**src/pmhps_pkg.sv**
```systemverilog
package pmhps_pkg;

   // ==========================================================
   // program memory layout
   localparam int          PC_WIDTH      = 10;
   localparam int          PAGE_BITS     = 8;
   localparam logic [9:0]  VEC_RESET     = 10'h000;
   localparam logic [9:0]  VEC_IBF       = 10'h003;
   localparam logic [9:0]  VEC_TIMER     = 10'h007;

   // ==========================================================
   // register offsets (byte addresses on the bus)
   localparam logic [7:0]  OFS_CTRL      = 8'h00;
   localparam logic [7:0]  OFS_STATUS    = 8'h04;
   localparam logic [7:0]  OFS_IN_BUF    = 8'h08;
   localparam logic [7:0]  OFS_OUT_BUF   = 8'h0C;
   localparam logic [7:0]  OFS_USER_STAT = 8'h10;
   localparam logic [7:0]  OFS_PORT1     = 8'h14;
   localparam logic [7:0]  OFS_PORT2     = 8'h18;
   localparam logic [7:0]  OFS_ALU_OP    = 8'h1C;
   localparam logic [7:0]  OFS_ALU_RES   = 8'h20;
   localparam logic [7:0]  OFS_PC        = 8'h24;
   localparam logic [7:0]  OFS_EXP       = 8'h28;

   // ==========================================================
   // control bit positions
   localparam int          CTL_IBF_IE    = 0;
   localparam int          CTL_TMR_IE    = 1;
   localparam int          CTL_FLAGS_EN  = 2;
   localparam int          CTL_DMA_EN    = 3;
   localparam int          CTL_CNT_SEL   = 4;
   localparam int          CTL_RUN       = 5;
   localparam int          CTL_WIDTH     = 6;

   // status bit positions seen by the host
   localparam int          ST_OBF        = 0;
   localparam int          ST_IBF        = 1;
   localparam int          ST_CMD        = 3;

   localparam logic [1:0]  RESP_OKAY     = 2'h0;
   localparam logic [1:0]  RESP_SLVERR   = 2'h2;

   // instruction cycle length in clocks
   localparam int          CYCLE_CLKS    = 4;

   typedef enum logic [3:0] {
      ALU_ADD, ALU_ADDC, ALU_AND, ALU_OR, ALU_XOR, ALU_INC, ALU_DEC,
      ALU_CPL, ALU_RL, ALU_RLC, ALU_RR, ALU_RRC, ALU_SWAP, ALU_DA
   } pmhps_alu_op_type;

   typedef struct packed {
      logic       chip_sel;
      logic       rd_strobe;
      logic       wr_strobe;
      logic       cmd_flag;
      logic [7:0] data;
   } pmhps_host_in_type;

endpackage : pmhps_pkg

```
**src/pmhps_alu.sv**
```systemverilog
`timescale 1ns/100ps
`default_nettype none
module pmhps_alu (
   input  wire logic                      aclk,
   input  wire logic                      aresetn,
   input  wire logic                      start,
   input  wire pmhps_pkg::pmhps_alu_op_type op,
   input  wire logic [7:0]                acc,
   input  wire logic [7:0]                operand,
   input  wire logic                      cy_in,
   input  wire logic                      ac_in,
   output logic      [7:0]                result_q,
   output logic                           cy_q,
   output logic                           ac_q
);
   // ==========================================================
   // combinational result
   logic [8:0] sum;
   logic [4:0] nib;
   logic [7:0] res_d;
   logic       cy_d;
   logic       ac_d;
   logic [8:0] adj;

   always_comb begin
      sum   = 9'h000;
      nib   = 5'h00;
      adj   = 9'h000;
      res_d = result_q;
      cy_d  = cy_in;
      ac_d  = ac_in;
      unique case (op)
         pmhps_pkg::ALU_ADD, pmhps_pkg::ALU_ADDC: begin
            sum   = {1'b0, acc} + {1'b0, operand}
                    + {8'h00, (op == pmhps_pkg::ALU_ADDC) & cy_in}; // RQ22
            nib   = {1'b0, acc[3:0]} + {1'b0, operand[3:0]}
                    + {4'h0, (op == pmhps_pkg::ALU_ADDC) & cy_in};
            res_d = sum[7:0];
            cy_d  = sum[8];    // RQ20
            ac_d  = nib[4];    // RQ21
         end
         pmhps_pkg::ALU_AND:  res_d = acc & operand;
         pmhps_pkg::ALU_OR:   res_d = acc | operand;
         pmhps_pkg::ALU_XOR:  res_d = acc ^ operand;
         pmhps_pkg::ALU_INC:  res_d = acc + 8'h01;
         pmhps_pkg::ALU_DEC:  res_d = acc - 8'h01;
         pmhps_pkg::ALU_CPL:  res_d = ~acc;
         pmhps_pkg::ALU_RL:   res_d = {acc[6:0], acc[7]};
         pmhps_pkg::ALU_RR:   res_d = {acc[0], acc[7:1]};
         pmhps_pkg::ALU_RLC: begin
            res_d = {acc[6:0], cy_in};
            cy_d  = acc[7];    // RQ20
         end
         pmhps_pkg::ALU_RRC: begin
            res_d = {cy_in, acc[7:1]};
            cy_d  = acc[0];    // RQ20
         end
         pmhps_pkg::ALU_SWAP: res_d = {acc[3:0], acc[7:4]};
         pmhps_pkg::ALU_DA: begin
            // low nibble first; carry only sets
            adj = {1'b0, acc};
            if (ac_in || (acc[3:0] > 4'h9)) begin
               adj = adj + 9'h006;
            end
            if (cy_in || adj[8] || (adj[7:4] > 4'h9)) begin
               adj = adj + 9'h060;
            end
            res_d = adj[7:0];
            cy_d  = cy_in | adj[8];   // RQ21
         end
         default: res_d = result_q;
      endcase
   end

   // result and flags register
   always_ff @(posedge aclk) begin
      if (!aresetn) begin
         result_q <= 8'h00;
         cy_q     <= 1'b0;
         ac_q     <= 1'b0;
      end else if (start) begin
         result_q <= res_d;   // RQ23
         cy_q     <= cy_d;
         ac_q     <= ac_d;
      end
   end
endmodule : pmhps_alu
`default_nettype wire

```
**src/pmhps_top.sv**
```systemverilog
// Functional notes
// RQ1 - host data lines driven only during a selected host read
// RQ2 - command/data select recorded with each host write
// RQ3 - selected host write strobe captures byte into input buffer
// RQ4 - selected host read returns output buffer or status byte
// RQ5 - strobes ignored unless chip select asserted
// RQ6 - port two bits 4 and 5 can show output/input buffer full
// RQ7 - port two bits 6 and 7 can be DMA request and acknowledge
// RQ8 - low port two nibble carries expander address then data
// RQ9 - expander strobe marks expander address and data valid
// RQ10 - two quasi-bidirectional 8-bit ports, no direction register
// RQ11 - test inputs readable; second test input may clock counter
// RQ12 - exactly one cycle strobe pulse per instruction cycle
// RQ13 - single step input holds execution one instruction at a time
// RQ14 - reset clears status flip-flops and zeroes program counter
// RQ15 - first fetch after reset is from location zero
// RQ16 - enabled input-buffer-full interrupt vectors to location three
// RQ17 - enabled timer overflow interrupt vectors to location seven
// RQ18 - 10-bit program counter over 1024 bytes, sequential advance
// RQ19 - program memory organised as 256-location pages
// RQ20 - carry flag set when add or rotate exceeds 8 bits
// RQ21 - auxiliary carry set and used by BCD adjust
// RQ22 - ALU supports add, logic, inc, dec, cpl, rotates, swap, adjust
// RQ23 - ALU combines accumulator with bus operand, result returned
// RQ24 - host load of input buffer raises enabled internal interrupt
// RQ25 - host may read status any time regardless of buffer state
// RQ26 - input full set by host write, cleared by firmware read
//
// Decided for this implementation: the address map and register access over AXI4-Lite.
`timescale 1ns/100ps
`default_nettype none
module pmhps_top (
   input  wire logic                       aclk,
   input  wire logic                       aresetn,
   // host bus
   input  wire pmhps_pkg::pmhps_host_in_type host_in,
   output logic [7:0]                      host_data_out,
   output logic                            host_data_oe,
   // ports
   input  wire logic [7:0]                 port_one_lines_in,
   output logic [7:0]                      port_one_lines_out,
   input  wire logic [7:0]                 port_two_lines_in,
   output logic [7:0]                      port_two_lines_out,
   output logic                            expander_strobe,
   input  wire logic                       test_zero_in,
   input  wire logic                       event_count_input,
   input  wire logic                       single_step_in,
   input  wire logic                       external_access_in,
   output logic                            cycle_strobe_out,
   output logic [9:0]                      fetch_addr,
   output logic [7:0]                      program_status_word,
   // axi4-lite
   input  wire logic [7:0]                 s_axi_awaddr,
   input  wire logic                       s_axi_awvalid,
   output logic                            s_axi_awready,
   input  wire logic [31:0]                s_axi_wdata,
   input  wire logic [3:0]                 s_axi_wstrb,
   input  wire logic                       s_axi_wvalid,
   output logic                            s_axi_wready,
   output logic [1:0]                      s_axi_bresp,
   output logic                            s_axi_bvalid,
   input  wire logic                       s_axi_bready,
   input  wire logic [7:0]                 s_axi_araddr,
   input  wire logic                       s_axi_arvalid,
   output logic                            s_axi_arready,
   output logic [31:0]                     s_axi_rdata,
   output logic [1:0]                      s_axi_rresp,
   output logic                            s_axi_rvalid,
   input  wire logic                       s_axi_rready
);
   localparam int CW = pmhps_pkg::CTL_WIDTH;

   // ==========================================================
   // state
   logic [7:0]    in_buf_q, in_buf_d;
   logic [7:0]    out_buf_q, out_buf_d;
   logic          ibf_q, ibf_d, obf_q, obf_d, cmd_q, cmd_d;
   logic [3:0]    ustat_q, ustat_d;
   logic [CW-1:0] ctrl_q, ctrl_d;
   logic [7:0]    p1_q, p1_d, p2_q, p2_d;
   logic [7:0]    timer_q, timer_d;
   logic          t1_prev_q, t1_prev_d, tmr_pend_q, tmr_pend_d;
   logic          ibf_pend_q, ibf_pend_d;
   logic [9:0]    pc_q, pc_d;
   logic [1:0]    phase_q, phase_d;
   logic          strobe_q, strobe_d, step_arm_q, step_arm_d;
   logic [7:0]    exp_q, exp_d;
   logic [2:0]    exp_cnt_q, exp_cnt_d;
   logic          exp_stb_q, exp_stb_d;
   logic [7:0]    hd_q, hd_d;
   logic          hoe_q, hoe_d;
   logic [7:0]    alu_a_q, alu_a_d, alu_b_q, alu_b_d;
   logic [3:0]    alu_op_q, alu_op_d;
   logic          alu_go_q, alu_go_d, alu_acc_q, alu_acc_d;
   logic          aw_q, aw_d, w_q, w_d, bv_q, bv_d, rv_q, rv_d;
   logic [7:0]    awa_q, awa_d;
   logic [31:0]   wd_q, wd_d, rd_q, rd_d;
   logic [1:0]    br_q, br_d, rr_q, rr_d;
   logic [7:0]    alu_res;
   logic          alu_cy, alu_ac;
   logic          cy_q, cy_d, ac_q, ac_d;

   pmhps_alu u_alu (
      .aclk     (aclk),
      .aresetn  (aresetn),
      .start    (alu_go_q),
      .op       (pmhps_pkg::pmhps_alu_op_type'(alu_op_q)),
      .acc      (alu_a_q),
      .operand  (alu_b_q),
      .cy_in    (cy_q),
      .ac_in    (ac_q),
      .result_q (alu_res),
      .cy_q     (alu_cy),
      .ac_q     (alu_ac)
   );

   // ==========================================================
   // host side, bus slave, sequencer
   logic        host_wr, host_rd, wr_go, rd_go, ibf_fw_clr, cycle_end;
   logic [7:0]  status_byte;
   logic [31:0] rdat;
   logic [1:0]  rresp;
   logic        alu_done_q;

   always_comb begin
      // RQ5
      host_wr     = host_in.chip_sel & host_in.wr_strobe;
      host_rd     = host_in.chip_sel & host_in.rd_strobe;
      status_byte = {ustat_q, cmd_q, 1'b0, ibf_q, obf_q};
      in_buf_d = in_buf_q;  ibf_d = ibf_q;  cmd_d = cmd_q;
      out_buf_d = out_buf_q; obf_d = obf_q; ustat_d = ustat_q;
      ctrl_d = ctrl_q; p1_d = p1_q; p2_d = p2_q; exp_d = exp_q;
      hd_d = hd_q;  hoe_d = 1'b0;
      alu_a_d = alu_a_q; alu_b_d = alu_b_q; alu_op_d = alu_op_q;
      alu_go_d = 1'b0; alu_acc_d = alu_acc_q;
      cy_d = cy_q; ac_d = ac_q;
      aw_d = aw_q; w_d = w_q; awa_d = awa_q; wd_d = wd_q;
      bv_d = bv_q; br_d = br_q; rv_d = rv_q; rd_d = rd_q; rr_d = rr_q;
      ibf_fw_clr = 1'b0;
      // host read
      if (host_rd) begin
         hoe_d = 1'b1;                                     // RQ1
         hd_d  = host_in.cmd_flag ? status_byte : out_buf_q; // RQ4 RQ25
         if (!host_in.cmd_flag) begin
            obf_d = 1'b0;
         end
      end
      // axi write channel capture, either order
      if (s_axi_awvalid && !aw_q) begin
         aw_d  = 1'b1;
         awa_d = s_axi_awaddr;
      end
      if (s_axi_wvalid && !w_q) begin
         w_d  = 1'b1;
         wd_d = s_axi_wdata;
      end
      wr_go = aw_q & w_q & ~bv_q;
      if (wr_go) begin
         aw_d = 1'b0;
         w_d  = 1'b0;
         bv_d = 1'b1;
         br_d = pmhps_pkg::RESP_OKAY;
         unique case ({awa_q[7:2], 2'b00})
            pmhps_pkg::OFS_CTRL:      ctrl_d  = wd_q[CW-1:0];
            pmhps_pkg::OFS_OUT_BUF: begin
               out_buf_d = wd_q[7:0];
               obf_d     = 1'b1;
            end
            pmhps_pkg::OFS_USER_STAT: ustat_d = wd_q[7:4];
            pmhps_pkg::OFS_PORT1:     p1_d    = wd_q[7:0];
            pmhps_pkg::OFS_PORT2:     p2_d    = wd_q[7:0];
            pmhps_pkg::OFS_ALU_OP: begin
               alu_b_d   = wd_q[7:0];
               alu_a_d   = wd_q[15:8];
               alu_op_d  = wd_q[19:16];
               alu_acc_d = wd_q[20];
               alu_go_d  = 1'b1;                            // RQ23
            end
            pmhps_pkg::OFS_EXP:       exp_d   = wd_q[7:0];
            default: br_d = pmhps_pkg::RESP_SLVERR;
         endcase
      end
      if (bv_q && s_axi_bready) begin
         bv_d = 1'b0;
      end
      // read channel
      rdat  = 32'h0000_0000;
      rresp = pmhps_pkg::RESP_OKAY;
      unique case ({s_axi_araddr[7:2], 2'b00})
         pmhps_pkg::OFS_CTRL:      rdat[CW-1:0] = ctrl_q;
         pmhps_pkg::OFS_STATUS:    rdat[7:0] = status_byte;
         pmhps_pkg::OFS_IN_BUF:    rdat[7:0] = in_buf_q;
         pmhps_pkg::OFS_OUT_BUF:   rdat[7:0] = out_buf_q;
         pmhps_pkg::OFS_USER_STAT: rdat[7:4] = ustat_q;
         pmhps_pkg::OFS_PORT1:     rdat[7:0] = port_one_lines_in & p1_q;
         pmhps_pkg::OFS_PORT2: begin
            rdat[7:0] = port_two_lines_in & p2_q;
            rdat[9:8] = {event_count_input, test_zero_in};  // RQ11
         end
         pmhps_pkg::OFS_ALU_RES:   rdat[15:0] = {cy_q, ac_q, 6'h00,
                                                 alu_res};
         pmhps_pkg::OFS_PC:        rdat[9:0] = pc_q;
         pmhps_pkg::OFS_EXP:       rdat[7:0] = exp_q;
         default:                  rresp = pmhps_pkg::RESP_SLVERR;
      endcase
      rd_go = s_axi_arvalid & ~rv_q;
      if (rd_go) begin
         rv_d = 1'b1;
         rd_d = rdat;
         rr_d = rresp;
         if ({s_axi_araddr[7:2], 2'b00} == pmhps_pkg::OFS_IN_BUF) begin
            ibf_fw_clr = 1'b1;
         end
      end
      if (rv_q && s_axi_rready) begin
         rv_d = 1'b0;
      end
      // clear first so a host write wins
      if (ibf_fw_clr) begin
         ibf_d = 1'b0;                                      // RQ26
      end
      if (host_wr) begin
         in_buf_d = host_in.data;                           // RQ3
         cmd_d    = host_in.cmd_flag;                       // RQ2
         ibf_d    = 1'b1;                                   // RQ26
      end
      // alu flags, one cycle late
      if (alu_done_q) begin
         cy_d = alu_cy;                                     // RQ20
         ac_d = alu_ac;                                     // RQ21
      end
   end

   // ==========================================================
   // instruction cycle, timer, vectors
   always_comb begin
      phase_d    = phase_q;
      strobe_d   = 1'b0;
      step_arm_d = step_arm_q;
      pc_d       = pc_q;
      timer_d    = timer_q;
      t1_prev_d  = event_count_input;
      tmr_pend_d = tmr_pend_q;
      ibf_pend_d = ibf_pend_q;
      exp_cnt_d  = exp_cnt_q;
      exp_stb_d  = 1'b0;
      cycle_end  = (phase_q == 2'(pmhps_pkg::CYCLE_CLKS - 1));
      // RQ24: pend on host load
      if (host_wr && ctrl_q[pmhps_pkg::CTL_IBF_IE]) begin
         ibf_pend_d = 1'b1;
      end
      // RQ11: count t1 edges or cycles
      if (ctrl_q[pmhps_pkg::CTL_CNT_SEL] ?
          (event_count_input & ~t1_prev_q) : cycle_end) begin
         timer_d = timer_q + 8'h01;
         if (timer_q == 8'hFF && ctrl_q[pmhps_pkg::CTL_TMR_IE]) begin
            tmr_pend_d = 1'b1;
         end
      end
      // single step stall
      if (!(single_step_in && step_arm_q)) begin             // RQ13
         phase_d = cycle_end ? 2'b00 : phase_q + 2'b01;
      end
      if (!single_step_in) begin
         step_arm_d = 1'b0;
      end
      if (cycle_end && !(single_step_in && step_arm_q)) begin
         strobe_d = 1'b1;                                    // RQ12
         step_arm_d = single_step_in;
         if (ctrl_q[pmhps_pkg::CTL_RUN]) begin
            if (ibf_pend_q) begin
               pc_d       = pmhps_pkg::VEC_IBF;              // RQ16
               ibf_pend_d = 1'b0;
            end else if (tmr_pend_q) begin
               pc_d       = pmhps_pkg::VEC_TIMER;            // RQ17
               tmr_pend_d = 1'b0;
            end else begin
               pc_d = pc_q + 10'h001;                        // RQ18 RQ19
            end
         end
      end
      // expander nibbles and strobe
      if (wr_go && {awa_q[7:2], 2'b00} == pmhps_pkg::OFS_EXP) begin
         exp_cnt_d = 3'h4;
      end else if (exp_cnt_q != 3'h0) begin
         exp_cnt_d = exp_cnt_q - 3'h1;
         exp_stb_d = exp_cnt_q[1];                           // RQ9
      end
   end

   // ==========================================================
   // registers
   always_ff @(posedge aclk) begin
      if (!aresetn) begin
         in_buf_q <= 8'h00;  out_buf_q <= 8'h00;
         ibf_q <= 1'b0;  obf_q <= 1'b0;  cmd_q <= 1'b0;     // RQ14
         ustat_q <= 4'h0;  ctrl_q <= '0;
         p1_q <= 8'hFF;  p2_q <= 8'hFF;  exp_q <= 8'h00;
         timer_q <= 8'h00;  t1_prev_q <= 1'b0;
         tmr_pend_q <= 1'b0;  ibf_pend_q <= 1'b0;
         pc_q <= pmhps_pkg::VEC_RESET;                       // RQ14 RQ15
         phase_q <= 2'b00;  strobe_q <= 1'b0;  step_arm_q <= 1'b0;
         exp_cnt_q <= 3'h0;  exp_stb_q <= 1'b0;
         hd_q <= 8'h00;  hoe_q <= 1'b0;
         alu_a_q <= 8'h00;  alu_b_q <= 8'h00;  alu_op_q <= 4'h0;
         alu_go_q <= 1'b0;  alu_acc_q <= 1'b0;  alu_done_q <= 1'b0;
         cy_q <= 1'b0;  ac_q <= 1'b0;
         aw_q <= 1'b0;  w_q <= 1'b0;  bv_q <= 1'b0;  rv_q <= 1'b0;
         awa_q <= 8'h00;  wd_q <= 32'h0000_0000;
         rd_q <= 32'h0000_0000;  br_q <= 2'h0;  rr_q <= 2'h0;
      end else begin
         in_buf_q <= in_buf_d;  out_buf_q <= out_buf_d;
         ibf_q <= ibf_d;  obf_q <= obf_d;  cmd_q <= cmd_d;
         ustat_q <= ustat_d;  ctrl_q <= ctrl_d;
         p1_q <= p1_d;  p2_q <= p2_d;  exp_q <= exp_d;
         timer_q <= timer_d;  t1_prev_q <= t1_prev_d;
         tmr_pend_q <= tmr_pend_d;  ibf_pend_q <= ibf_pend_d;
         pc_q <= pc_d;  phase_q <= phase_d;
         strobe_q <= strobe_d;  step_arm_q <= step_arm_d;
         exp_cnt_q <= exp_cnt_d;  exp_stb_q <= exp_stb_d;
         hd_q <= hd_d;  hoe_q <= hoe_d;
         alu_a_q <= alu_a_d;  alu_b_q <= alu_b_d;  alu_op_q <= alu_op_d;
         alu_go_q <= alu_go_d;  alu_acc_q <= alu_acc_d;
         alu_done_q <= alu_go_q;
         cy_q <= cy_d;  ac_q <= ac_d;
         aw_q <= aw_d;  w_q <= w_d;  bv_q <= bv_d;  rv_q <= rv_d;
         awa_q <= awa_d;  wd_q <= wd_d;
         rd_q <= rd_d;  br_q <= br_d;  rr_q <= rr_d;
      end
   end

   // ==========================================================
   // registered outputs
   logic [7:0] p2_mux;
   always_comb begin
      p2_mux = p2_q;                                         // RQ10
      if (exp_cnt_q != 3'h0) begin
         p2_mux[3:0] = exp_cnt_q[2] ? exp_q[7:4] : exp_q[3:0]; // RQ8
      end
      if (ctrl_q[pmhps_pkg::CTL_FLAGS_EN]) begin
         p2_mux[4] = obf_q;                                  // RQ6
         p2_mux[5] = ibf_q;                                  // RQ6
      end
      if (ctrl_q[pmhps_pkg::CTL_DMA_EN]) begin
         p2_mux[6] = ibf_q;                                  // RQ7
         p2_mux[7] = 1'b1;   // ack is an input
      end
   end

   logic [7:0] p2_out_q;
   always_ff @(posedge aclk) begin
      if (!aresetn) begin
         p2_out_q <= 8'hFF;
      end else begin
         p2_out_q <= p2_mux;
      end
   end

   assign port_one_lines_out  = p1_q;
   assign port_two_lines_out  = p2_out_q;
   assign expander_strobe     = exp_stb_q;
   assign cycle_strobe_out    = strobe_q;
   assign fetch_addr          = pc_q;
   assign program_status_word = {cy_q, ac_q, 6'h00};
   assign host_data_out       = hd_q;
   assign host_data_oe        = hoe_q;
   assign s_axi_awready       = ~aw_q;
   assign s_axi_wready        = ~w_q;
   assign s_axi_bvalid        = bv_q;
   assign s_axi_bresp         = br_q;
   assign s_axi_arready       = ~rv_q;
   assign s_axi_rvalid        = rv_q;
   assign s_axi_rdata         = rd_q;
   assign s_axi_rresp         = rr_q;
endmodule : pmhps_top
`default_nettype wire

```
**config.mk**
```make
export PLATFORM = sky130hd
export DESIGN_NAME = pmhps_top
export DESIGN_NICKNAME = d
export VERILOG_FILES = /design/src/pmhps_pkg.sv /design/src/pmhps_alu.sv /design/src/pmhps_top.sv
export SDC_FILE = /design/constraint.sdc
export NUM_CORES = 1
export LEC_CHECK = 0
export BUFFER_PORTS_ARGS = -buffer_cell sky130_fd_sc_hd__buf_2
export CAP_MARGIN = 0
export CORE_MARGIN = 2
export CORE_UTILIZATION = 60
export DETAILED_ROUTE_END_ITERATION = 16
export GPL_TIMING_DRIVEN = 0
export PLACE_DENSITY = 0.85
export SLEW_MARGIN = 40
export SYNTH_ARGS = -nofsm -noshare
export SYNTH_HDL_FRONTEND = slang
export SYNTH_SLANG_ARGS = --single-unit
```
**constraint.sdc**
```tcl
create_clock -name aclk -period 6.5 [get_ports aclk]
set_input_delay 1.625 -clock aclk [delete_from_list [all_inputs] [get_ports aclk]]
set_output_delay 1.625 -clock aclk [all_outputs]
set_load 0.005 [all_outputs]
```
==> results.md, run 1 <==
- Outcome: completed
- CTS H-tree depth: 4
- Hpwl dp: 23500 um
- Crit. End Element: register
- Max-Slew Margin vs Limit: 44.2%
- Crit path launch type: register
- HP Start: s_axi_rdata[1]
- Clk root buf: clkbuf_16
- Worst Path Arrival: 3.83 ns
- Antenna diodes: 0
- Ranking of synthesized cells by area: dfxtp_1, mux2i_1, nand2_1
- Iter 0 DRT Violations: 1270
- Most common cell in the netlist: dfxtp_1
- CTS Buffer Depth: 2
- Post-synth EDFFs: 0
- CTS sink cnt: between 150 and 200
- Vias/cell: 6.26
- Worst-margin pin slew: 0.837 ns
- Final GP Congestion: 1.02
- Largest register FFs: 20
- Max Clock Skew: 0.0136 ns
- DRT Pass-1 Iters: 6
- P per Cell Area: about 230 nW/um^2
- Core area: 15200 um^2
- CTS tree: yes
- RR Startpoint: alu_op_q[3]
- Share of cells above drive strength 1: roughly 17%
- Synthesis-to-layout area growth: 17.3%
- Avg Inst Size Synth: 8.16 um^2
- GRT Total Usage: 37.9%
- Die area: around 17000 um^2
- Total internal power: 1.88 mW
- Sw power: 0.685 mW
- Hold Path Sink: s_axi_rdata[1]
- Library cells used by synthesis: 74
- FP Rows: between 40 and 50
- Largest net degree at the start of global routing: 19
- Flop pwr share: between 40 and 50%
- Max-slew violations: 0
- Setup slack, reg-to-reg: 3.05 ns
- RSZ-0062 raised after global routing: false
- Worst path cell trace: buf_2, nor2_1, nand2_1, nor2_1, fa_1, fa_1, a21o_1, a311o_1, a21oi_2, xnor2_1, a311o_1, a21oi_1
- Worst Setup Path Type: reg -> reg
- Final global-route overflow total: 0
- DRC viols: 0
- Maxcap violations: 0
- Max FO, Critical Path: 10
- Post-CTS setup buffer count: 0
- Post-synth top area share: 37.9%
- Final std cells w/o fill: between 1.5k and 2k
- Antenna-violating nets left: 0
- Fmax achieved: 290 MHz
- Synth Flop Type: dfxtp_1
- Leakage: 4.80 nW
- Ports: 177
- CP required: between 6 and 7 ns
- Clk Latency, worst-skew pair: 0.44 ns
- Reg2Reg Depth: 12
- Seq/Total Area, Yosys: 37.9%
- Final nets: around 1.4k
- CTS Hold Bufs: 0
- Initial core utilization: 61.5%
- Synthesized area: 9350 um^2
- Combinational Power Share: 10.9%
- Wire per inst: about 21 um
- Final Hold Fails: 0
- Worst-path clk slew: roughly 0.070 ns
- Final setup violating endpoints: 0
- Global-route wire length before repair: 48000 um
- Hold Crit Class: reg -> reg
- # port buffers: 123
- Cts bufs inserted: 17
- R2r endpoint: u_alu.result_q[6]
- Mapped Cells: around 1.1k
- Detailed-route via count: 9496
- Vias in the first global route: 8686
- Post-synth top cells: dfxtp_1, nand2_1, nor2_1
- Final period utilization: 53.1%
- Post-cts repair resize count: 0
- Most flops, register: wd_q
- Die span in x: 129 um
- DP Cell Count: 1484
- Ys async rst share: 0%
- Critical path's slowest cell: fa_1
- Clk pwr share: 44.1%
- Period minus WS final: 3.45 ns
- Peak supply drop: ~0.28 mV
- Routed wire length: 31800 um
- Max incr delay on CP: 0.44 ns
- Flops & latches, synth: between 150 and 200
- Initial antenna violation count: 1
- Yosys top cell by area: dfxtp_1
- Hold Crit Depth: 2
- Synth warnings: 0
- Net Sw Frac: 26.7%
- Die Y: 129 um
- Fin Setup TNS: 0 ns
worst max path at each step:
stage                              endpoint  depth (start not counted)       startpoint  slack [ns]
after floorplan              s_axi_rdata[1]                          7  s_axi_araddr[4]        3.44
after global placement    u_alu.result_q[3]                         11      alu_op_q[1]        2.96
after detailed placement     s_axi_rdata[0]                          7  s_axi_araddr[5]        3.06
after CTS                 u_alu.result_q[6]                         12      alu_op_q[3]        3.10
after global routing      u_alu.result_q[5]                          9       alu_a_q[1]        2.90
final                     u_alu.result_q[6]                         12      alu_op_q[3]        3.05
metal layers:
layer	up-vias	track usage, %	wire length [um]	part of all wire [%]
met5	-	0	13	0.041
li1	4346	-	-	-
met3	114	10.4	3550	11
met1	4417	52.0	13400	42
met4	2	11.9	1050	3.3
met2	617	58.4	13800	43
critical path, delay by kind of cell (launching register included):
family	cells	cell delay (ns)
buffers and inverters	1	0.26
adder cells (fa/ha/maj)	2	0.85
XOR/XNOR	1	0.08
AO/OA/AOI/OAI	5	1.22
flip-flops	1	0.41
AND/OR/NAND/NOR	3	0.57
placed cells by master, fill, tap and decap left out, types with 5 or more instances in the layout:
| cell | synthesis | layout |
|---|---|---|
| a211oi_1 | 14 | 14 |
| a21oi_1 | 96 | 96 |
| a221oi_1 | 6 | 6 |
| a22oi_1 | 26 | 26 |
| a31oi_1 | 8 | 8 |
| a32oi_1 | 6 | 6 |
| and2_1 | 10 | 10 |
| and3_1 | 7 | 7 |
| buf_2 | 19 | 142 |
| buf_4 | 30 | 30 |
| clkbuf_1 | 47 | 46 |
| clkbuf_16 | 0 | 17 |
| conb_1 | 1 | 28 |
| dfxtp_1 | 177 | 177 |
| ha_1 | 28 | 28 |
| inv_1 | 34 | 34 |
| inv_8 | 0 | 5 |
| mux2_2 | 5 | 5 |
| mux2i_1 | 72 | 72 |
| nand2_1 | 161 | 161 |
| nand2b_1 | 10 | 10 |
| nand3_1 | 65 | 65 |
| nand4_1 | 12 | 12 |
| nor2_1 | 104 | 104 |
| nor2b_1 | 13 | 13 |
| nor3_1 | 17 | 16 |
| o21ai_0 | 42 | 42 |
| xnor2_1 | 15 | 15 |
| xor2_1 | 15 | 15 |
logic make-up after synthesis:
| group | after synthesis | share of synthesized area, % |
|---|---|---|
| AOI/OAI and AO/OA | 260 | 17.8 |
| xor gates and xnor gates | 30 | 2.81 |
| adders and majority gates | 31 | 4.39 |
| buffers and inverters | 135 | 6.96 |
| DFF | 177 | 37.9 |
| muxes | 77 | 8.31 |
| other | 1 | 0.0401 |
| and+or+nand+nor | 435 | 21.8 |
layout make-up:
class	count	area (um^2)
clock inverters	14	213
repair buffers	123	616
plain buffers	101	524
inverters	34	128
multi-input cells	861	5270
flip-flops and latches	177	3540
well taps	188	235
clock buffers	18	439
fillers	1193	4230
power by group through the flow:
stage | sequential, mW | clock (mW) | combinational [mW]
5_1_grt | 1.16 | 1.17 | 0.305
2_1_floorplan | 1.17 | 0 | 0.177
4_1_cts | 1.15 | 1.12 | 0.272
6_report | 1.16 | 1.13 | 0.281
3_3_place_gp | 1.18 | 0 | 0.259
3_5_place_dp | 1.18 | 0 | 0.268
through the flow:
step	total power [mW]	setup WS [ns]	hold WS, ns	area, um^2	utilization, %
6_report	2.57	3.05	0.456	11000	72.2
5_1_grt	2.64	2.90	0.476	11000	72.2
4_1_cts	2.55	3.10	0.460	11000	72.1
3_5_place_dp	1.45	3.06	0.446	10300	67.8
3_3_place_gp	1.44	2.96	0.438	10300	67.8
2_1_floorplan	1.35	3.44	0.423	9450	-
Note: power is estimated with default switching activity, not from simulation.
==> run 2, diff against run 1 <==
Settings changed: ABC_AREA set to 1, CORE_UTILIZATION 60 to 56, PLACE_DENSITY 0.85 to 0.81.
Clock period 6.5 ns to 3.4 ns, I/O delays scaled along.
==> run 2 against run 1 <==
Against the previous run: critical endpoint is now u_alu.result_q[5]; largest cell class unchanged; register-to-register slack worse by 2.4 ns; routed wire length is 8.0% lower; total power is 85% higher; non-clock buffer count is 29 lower; area after synthesis is 3.8% lower; via count is 0.67% lower; critical path type unchanged.
==> results.md, run 2 <==
- Clk pwr share: 42.6% (was 44.1%)
- Yosys top cell by area: dfxtp_1 (unchanged)
- FP Rows: 46 (was 45)
- Final setup violating endpoints: 0 (unchanged)
- Setup slack, reg-to-reg: 0.68 ns (was 3.05 ns)
- Initial core utilization: 57.0% (was 61.5%)
- Seq/Total Area, Yosys: 39.4% (was 37.9%)
- Worst Setup Path Type: reg -> reg (unchanged)
- Routed wire length: 29200 um (was 31800 um)
- Ys async rst share: 0% (unchanged)
- Final nets: 1545 (was 1437)
- Library cells used by synthesis: 49 (was 74)
- Mapped Cells: 1252 (was 1146)
- Most common cell in the netlist: nand2_1 (was dfxtp_1)
- Fill cells: 1442 (was 1193)
- HP Start: in_buf_q[4] (was s_axi_rdata[1])
- Post-synth top area share: 39.4% (was 37.9%)
- Final std cells w/o fill: 1651 (was 1516)
- Hold Crit Class: reg -> reg (unchanged)
- Worst-path clk slew: 0.07 ns (about the same)
- Vias in the first global route: 8186 (was 8686)
- Post-CTS setup buffer count: 0 (unchanged)
- RSZ-0062 raised after global routing: false (unchanged)
- CTS Hold Bufs: 0 (unchanged)
- DRT Pass-1 Iters: 6 (unchanged)
- Final period utilization: 80.0% (was 53.1%)
- RR Startpoint: alu_a_q[5] (was alu_op_q[3])
- DP Cell Count: 1620 (was 1484)
- Cts bufs inserted: 17 (unchanged)
- Peak supply drop: 0.373 mV (was 0.276 mV)
- Final Hold Fails: 0 (unchanged)
- Sw power: 1.27 mW (was 0.685 mW)
- Iter 0 DRT Violations: 962 (was 1270)
- Leakage: 4.84 nW (was 4.80 nW)
- Worst-margin pin slew: 0.753 ns (was 0.837 ns)
- Setup crit start: alu_a_q[5] (was alu_op_q[3])
- Max-Slew Margin vs Limit: 49.8% (was 44.2%)
- Synth Flop Type: dfxtp_1 (unchanged)
- Post-cts repair resize count: 0 (unchanged)
- Global-route wire length before repair: 44200 um (was 48000 um)
- Antenna diodes: 0 (unchanged)
- Post-synth EDFFs: 0 (unchanged)
- Die span in x: 131 um (was 129 um)
- Clk Latency, worst-skew pair: 0.44 ns (about the same)
- Die Y: 131 um (was 129 um)
- Vias/cell: 5.71 (was 6.26)
- Most frequent cells in the layout: nand2_1, dfxtp_1, inv_1 (was dfxtp_1, nand2_1, buf_2)
- Max Clock Skew: 0.00823 ns (was 0.0136 ns)
- Maxcap violations: 0 (unchanged)
- Crit. End Element: register (unchanged)
- Synth warnings: 0 (unchanged)
- Hpwl dp: 22600 um (was 23500 um)
- Flops & latches, synth: 177 (unchanged)
- Net Sw Frac: 26.7% (about the same)
- Wire per inst: 17.7 um (was 21.0 um)
- Final Instance Area: 10600 um^2 (was 11000 um^2)
- Combinational Power Share: 10.4% (was 10.9%)
- Die area: 17100 um^2 (was 16600 um^2)
- Power consumption: 4.75 mW (was 2.57 mW)
- Fin Setup TNS: 0 ns (unchanged)
- Share of cells above drive strength 1: 16.3% (was 17.2%)
- CTS tree: yes (unchanged)
- Flop pwr share: 46.9% (was 45.0%)
- Max-slew violations: 0 (unchanged)
- Placed Instance Area: 9990 um^2 (was 10300 um^2)
- GRT Total Usage: 34.3% (was 37.9%)
- Clk root buf: clkbuf_16 (unchanged)
- DRC viols: 0 (unchanged)
- Finished Core Util: 67.2% (was 72.2%)
- Worst setup path endpoint: u_alu.result_q[5] (was u_alu.result_q[6])
- Synthesis-to-layout area growth: 17.9% (was 17.3%)
- P per Cell Area: 448 nW/um^2 (was 234 nW/um^2)
- Total internal power: 3.48 mW (was 1.88 mW)
- Worst Path Arrival: 3.02 ns (was 3.83 ns)
- Most flops, register: wd_q (unchanged)
- Antenna-violating nets left: 0 (unchanged)
- Ports: 177 (unchanged)
- Detailed-route via count: 9432 (was 9496)
- Largest register FFs: 20 (unchanged)
- CTS Buffer Depth: 2 (unchanged)
- Initial antenna violation count: 0 (was 1)
- Fmax achieved: 367 MHz (was 290 MHz)
- # port buffers: 125 (was 123)
- Post-synth top cells: nand2_1, dfxtp_1, inv_1 (was dfxtp_1, nand2_1, nor2_1)
- CTS sink cnt: 177 (unchanged)
- Synthesized area: 8990 um^2 (was 9350 um^2)
- Ranking of synthesized cells by area: dfxtp_1, nand2_1, a21oi_1 (was dfxtp_1, mux2i_1, nand2_1)
- Period minus WS final: 2.72 ns (was 3.45 ns)
- Avg Inst Size Synth: 7.18 um^2 (was 8.16 um^2)
- R2r endpoint: u_alu.result_q[5] (was u_alu.result_q[6])
- Core area: 15800 um^2 (was 15200 um^2)
- Most common library cell in the layout ignoring fill and taps: nand2_1 (was dfxtp_1)
- Max FO, Critical Path: 8 (was 10)
- Largest net degree at the start of global routing: 18 (was 19)
- Crit path launch type: register (unchanged)
- Final global-route overflow total: 0 (unchanged)
- Outcome: completed (unchanged)
- CP required: 3.70 ns (was 6.87 ns)
- Reg2Reg Depth: 11 (was 12)
- Final GP Congestion: 1.04 (was 1.02)
- CTS H-tree depth: 4 (unchanged)
[run 2: cell types whose count changed in the layout (fill, tap and decap cells not counted), sizes merged, moves of 14 or more]
cell    delta
mux2i     -72
o22ai     +17
xnor2     -14
buf       -14
inv      +126
clkbuf    -15
nand2     +47
nand4     +15
a21oi     +29
o211ai    +24
a22oi     -21
o21ai     +83
nor2      +29
nand3     -18
[run 2: cell families after synthesis]
family          after synthesis  synth area share, %
simple gates                438                 21.0
compound gates              358                 22.8
buf+inv                     239                 11.3
flops                       177                 39.4
fa+ha+maj                    31                 4.57
xor+xnor                      8                0.779
other cells                   1               0.0417
[run 2: power groups by stage]
| stage | Clock [mW] | Sequential [mW] | Combinational [mW] |
|---|---|---|---|
| after CTS | 2.03 | 2.23 | 0.488 |
| final | 2.02 | 2.23 | 0.494 |
| after detailed placement | 0 | 2.27 | 0.482 |
| after global placement | 0 | 2.27 | 0.472 |
| after floorplan | 0 | 2.26 | 0.296 |
| after global routing | 2.11 | 2.24 | 0.558 |
[run 2: worst min-delay path by stage]
| stage | endpoint | slack (ns) | cells after the start |
|---|---|---|---|
| detailed placement | in_buf_q[4] | 0.45 | 2 |
| CTS | in_buf_q[4] | 0.46 | 2 |
| global route | in_buf_q[4] | 0.48 | 2 |
| finish | in_buf_q[4] | 0.46 | 2 |
| floorplan | port_two_lines_out[7] | 0.41 | 2 |
| global placement | in_buf_q[4] | 0.44 | 2 |
[run 2: cell type report]
cell class | instances | area, um^2 | area share, %
Buffer | 70 | 385 | 3.64
Timing Repair Buffer | 125 | 626 | 5.90
Sequential cell | 177 | 3540 | 33.4
Tap cell | 216 | 270 | 2.55
Multi-Input combinational cell | 863 | 4530 | 42.7
Clock buffer | 18 | 439 | 4.14
Clock inverter | 13 | 175 | 1.65
Inverter | 169 | 634 | 5.98
[run 2: through the flow]
step	setup slack, ns	hold slack [ns]
after CTS	0.769	0.459
after detailed placement	0.779	0.447
after floorplan	1.16	0.412
final	0.678	0.460
after global routing	0.505	0.479
after global placement	0.775	0.438
[run 2: metal layers]
metal	vias up	GRT usage [%]	routed length, um
li1	4506	-	-
met1	4333	49.0	12600
met2	530	53.0	12900
met3	63	6.27	3040
met4	0	10.8	669
met5	-	0	0
[run 2: worst max-delay path, cell delays in order (launching register included)]
cell	delay, ns
dfxtp_1	0.57
clkinv_1	0.39
ha_1	0.39
buf_2	0.18
nand2_1	0.08
nand2_1	0.05
nor4_1	0.50
nand2_1	0.15
inv_2	0.07
nand2_1	0.09
nand2_1	0.09
a21oi_2	0.05
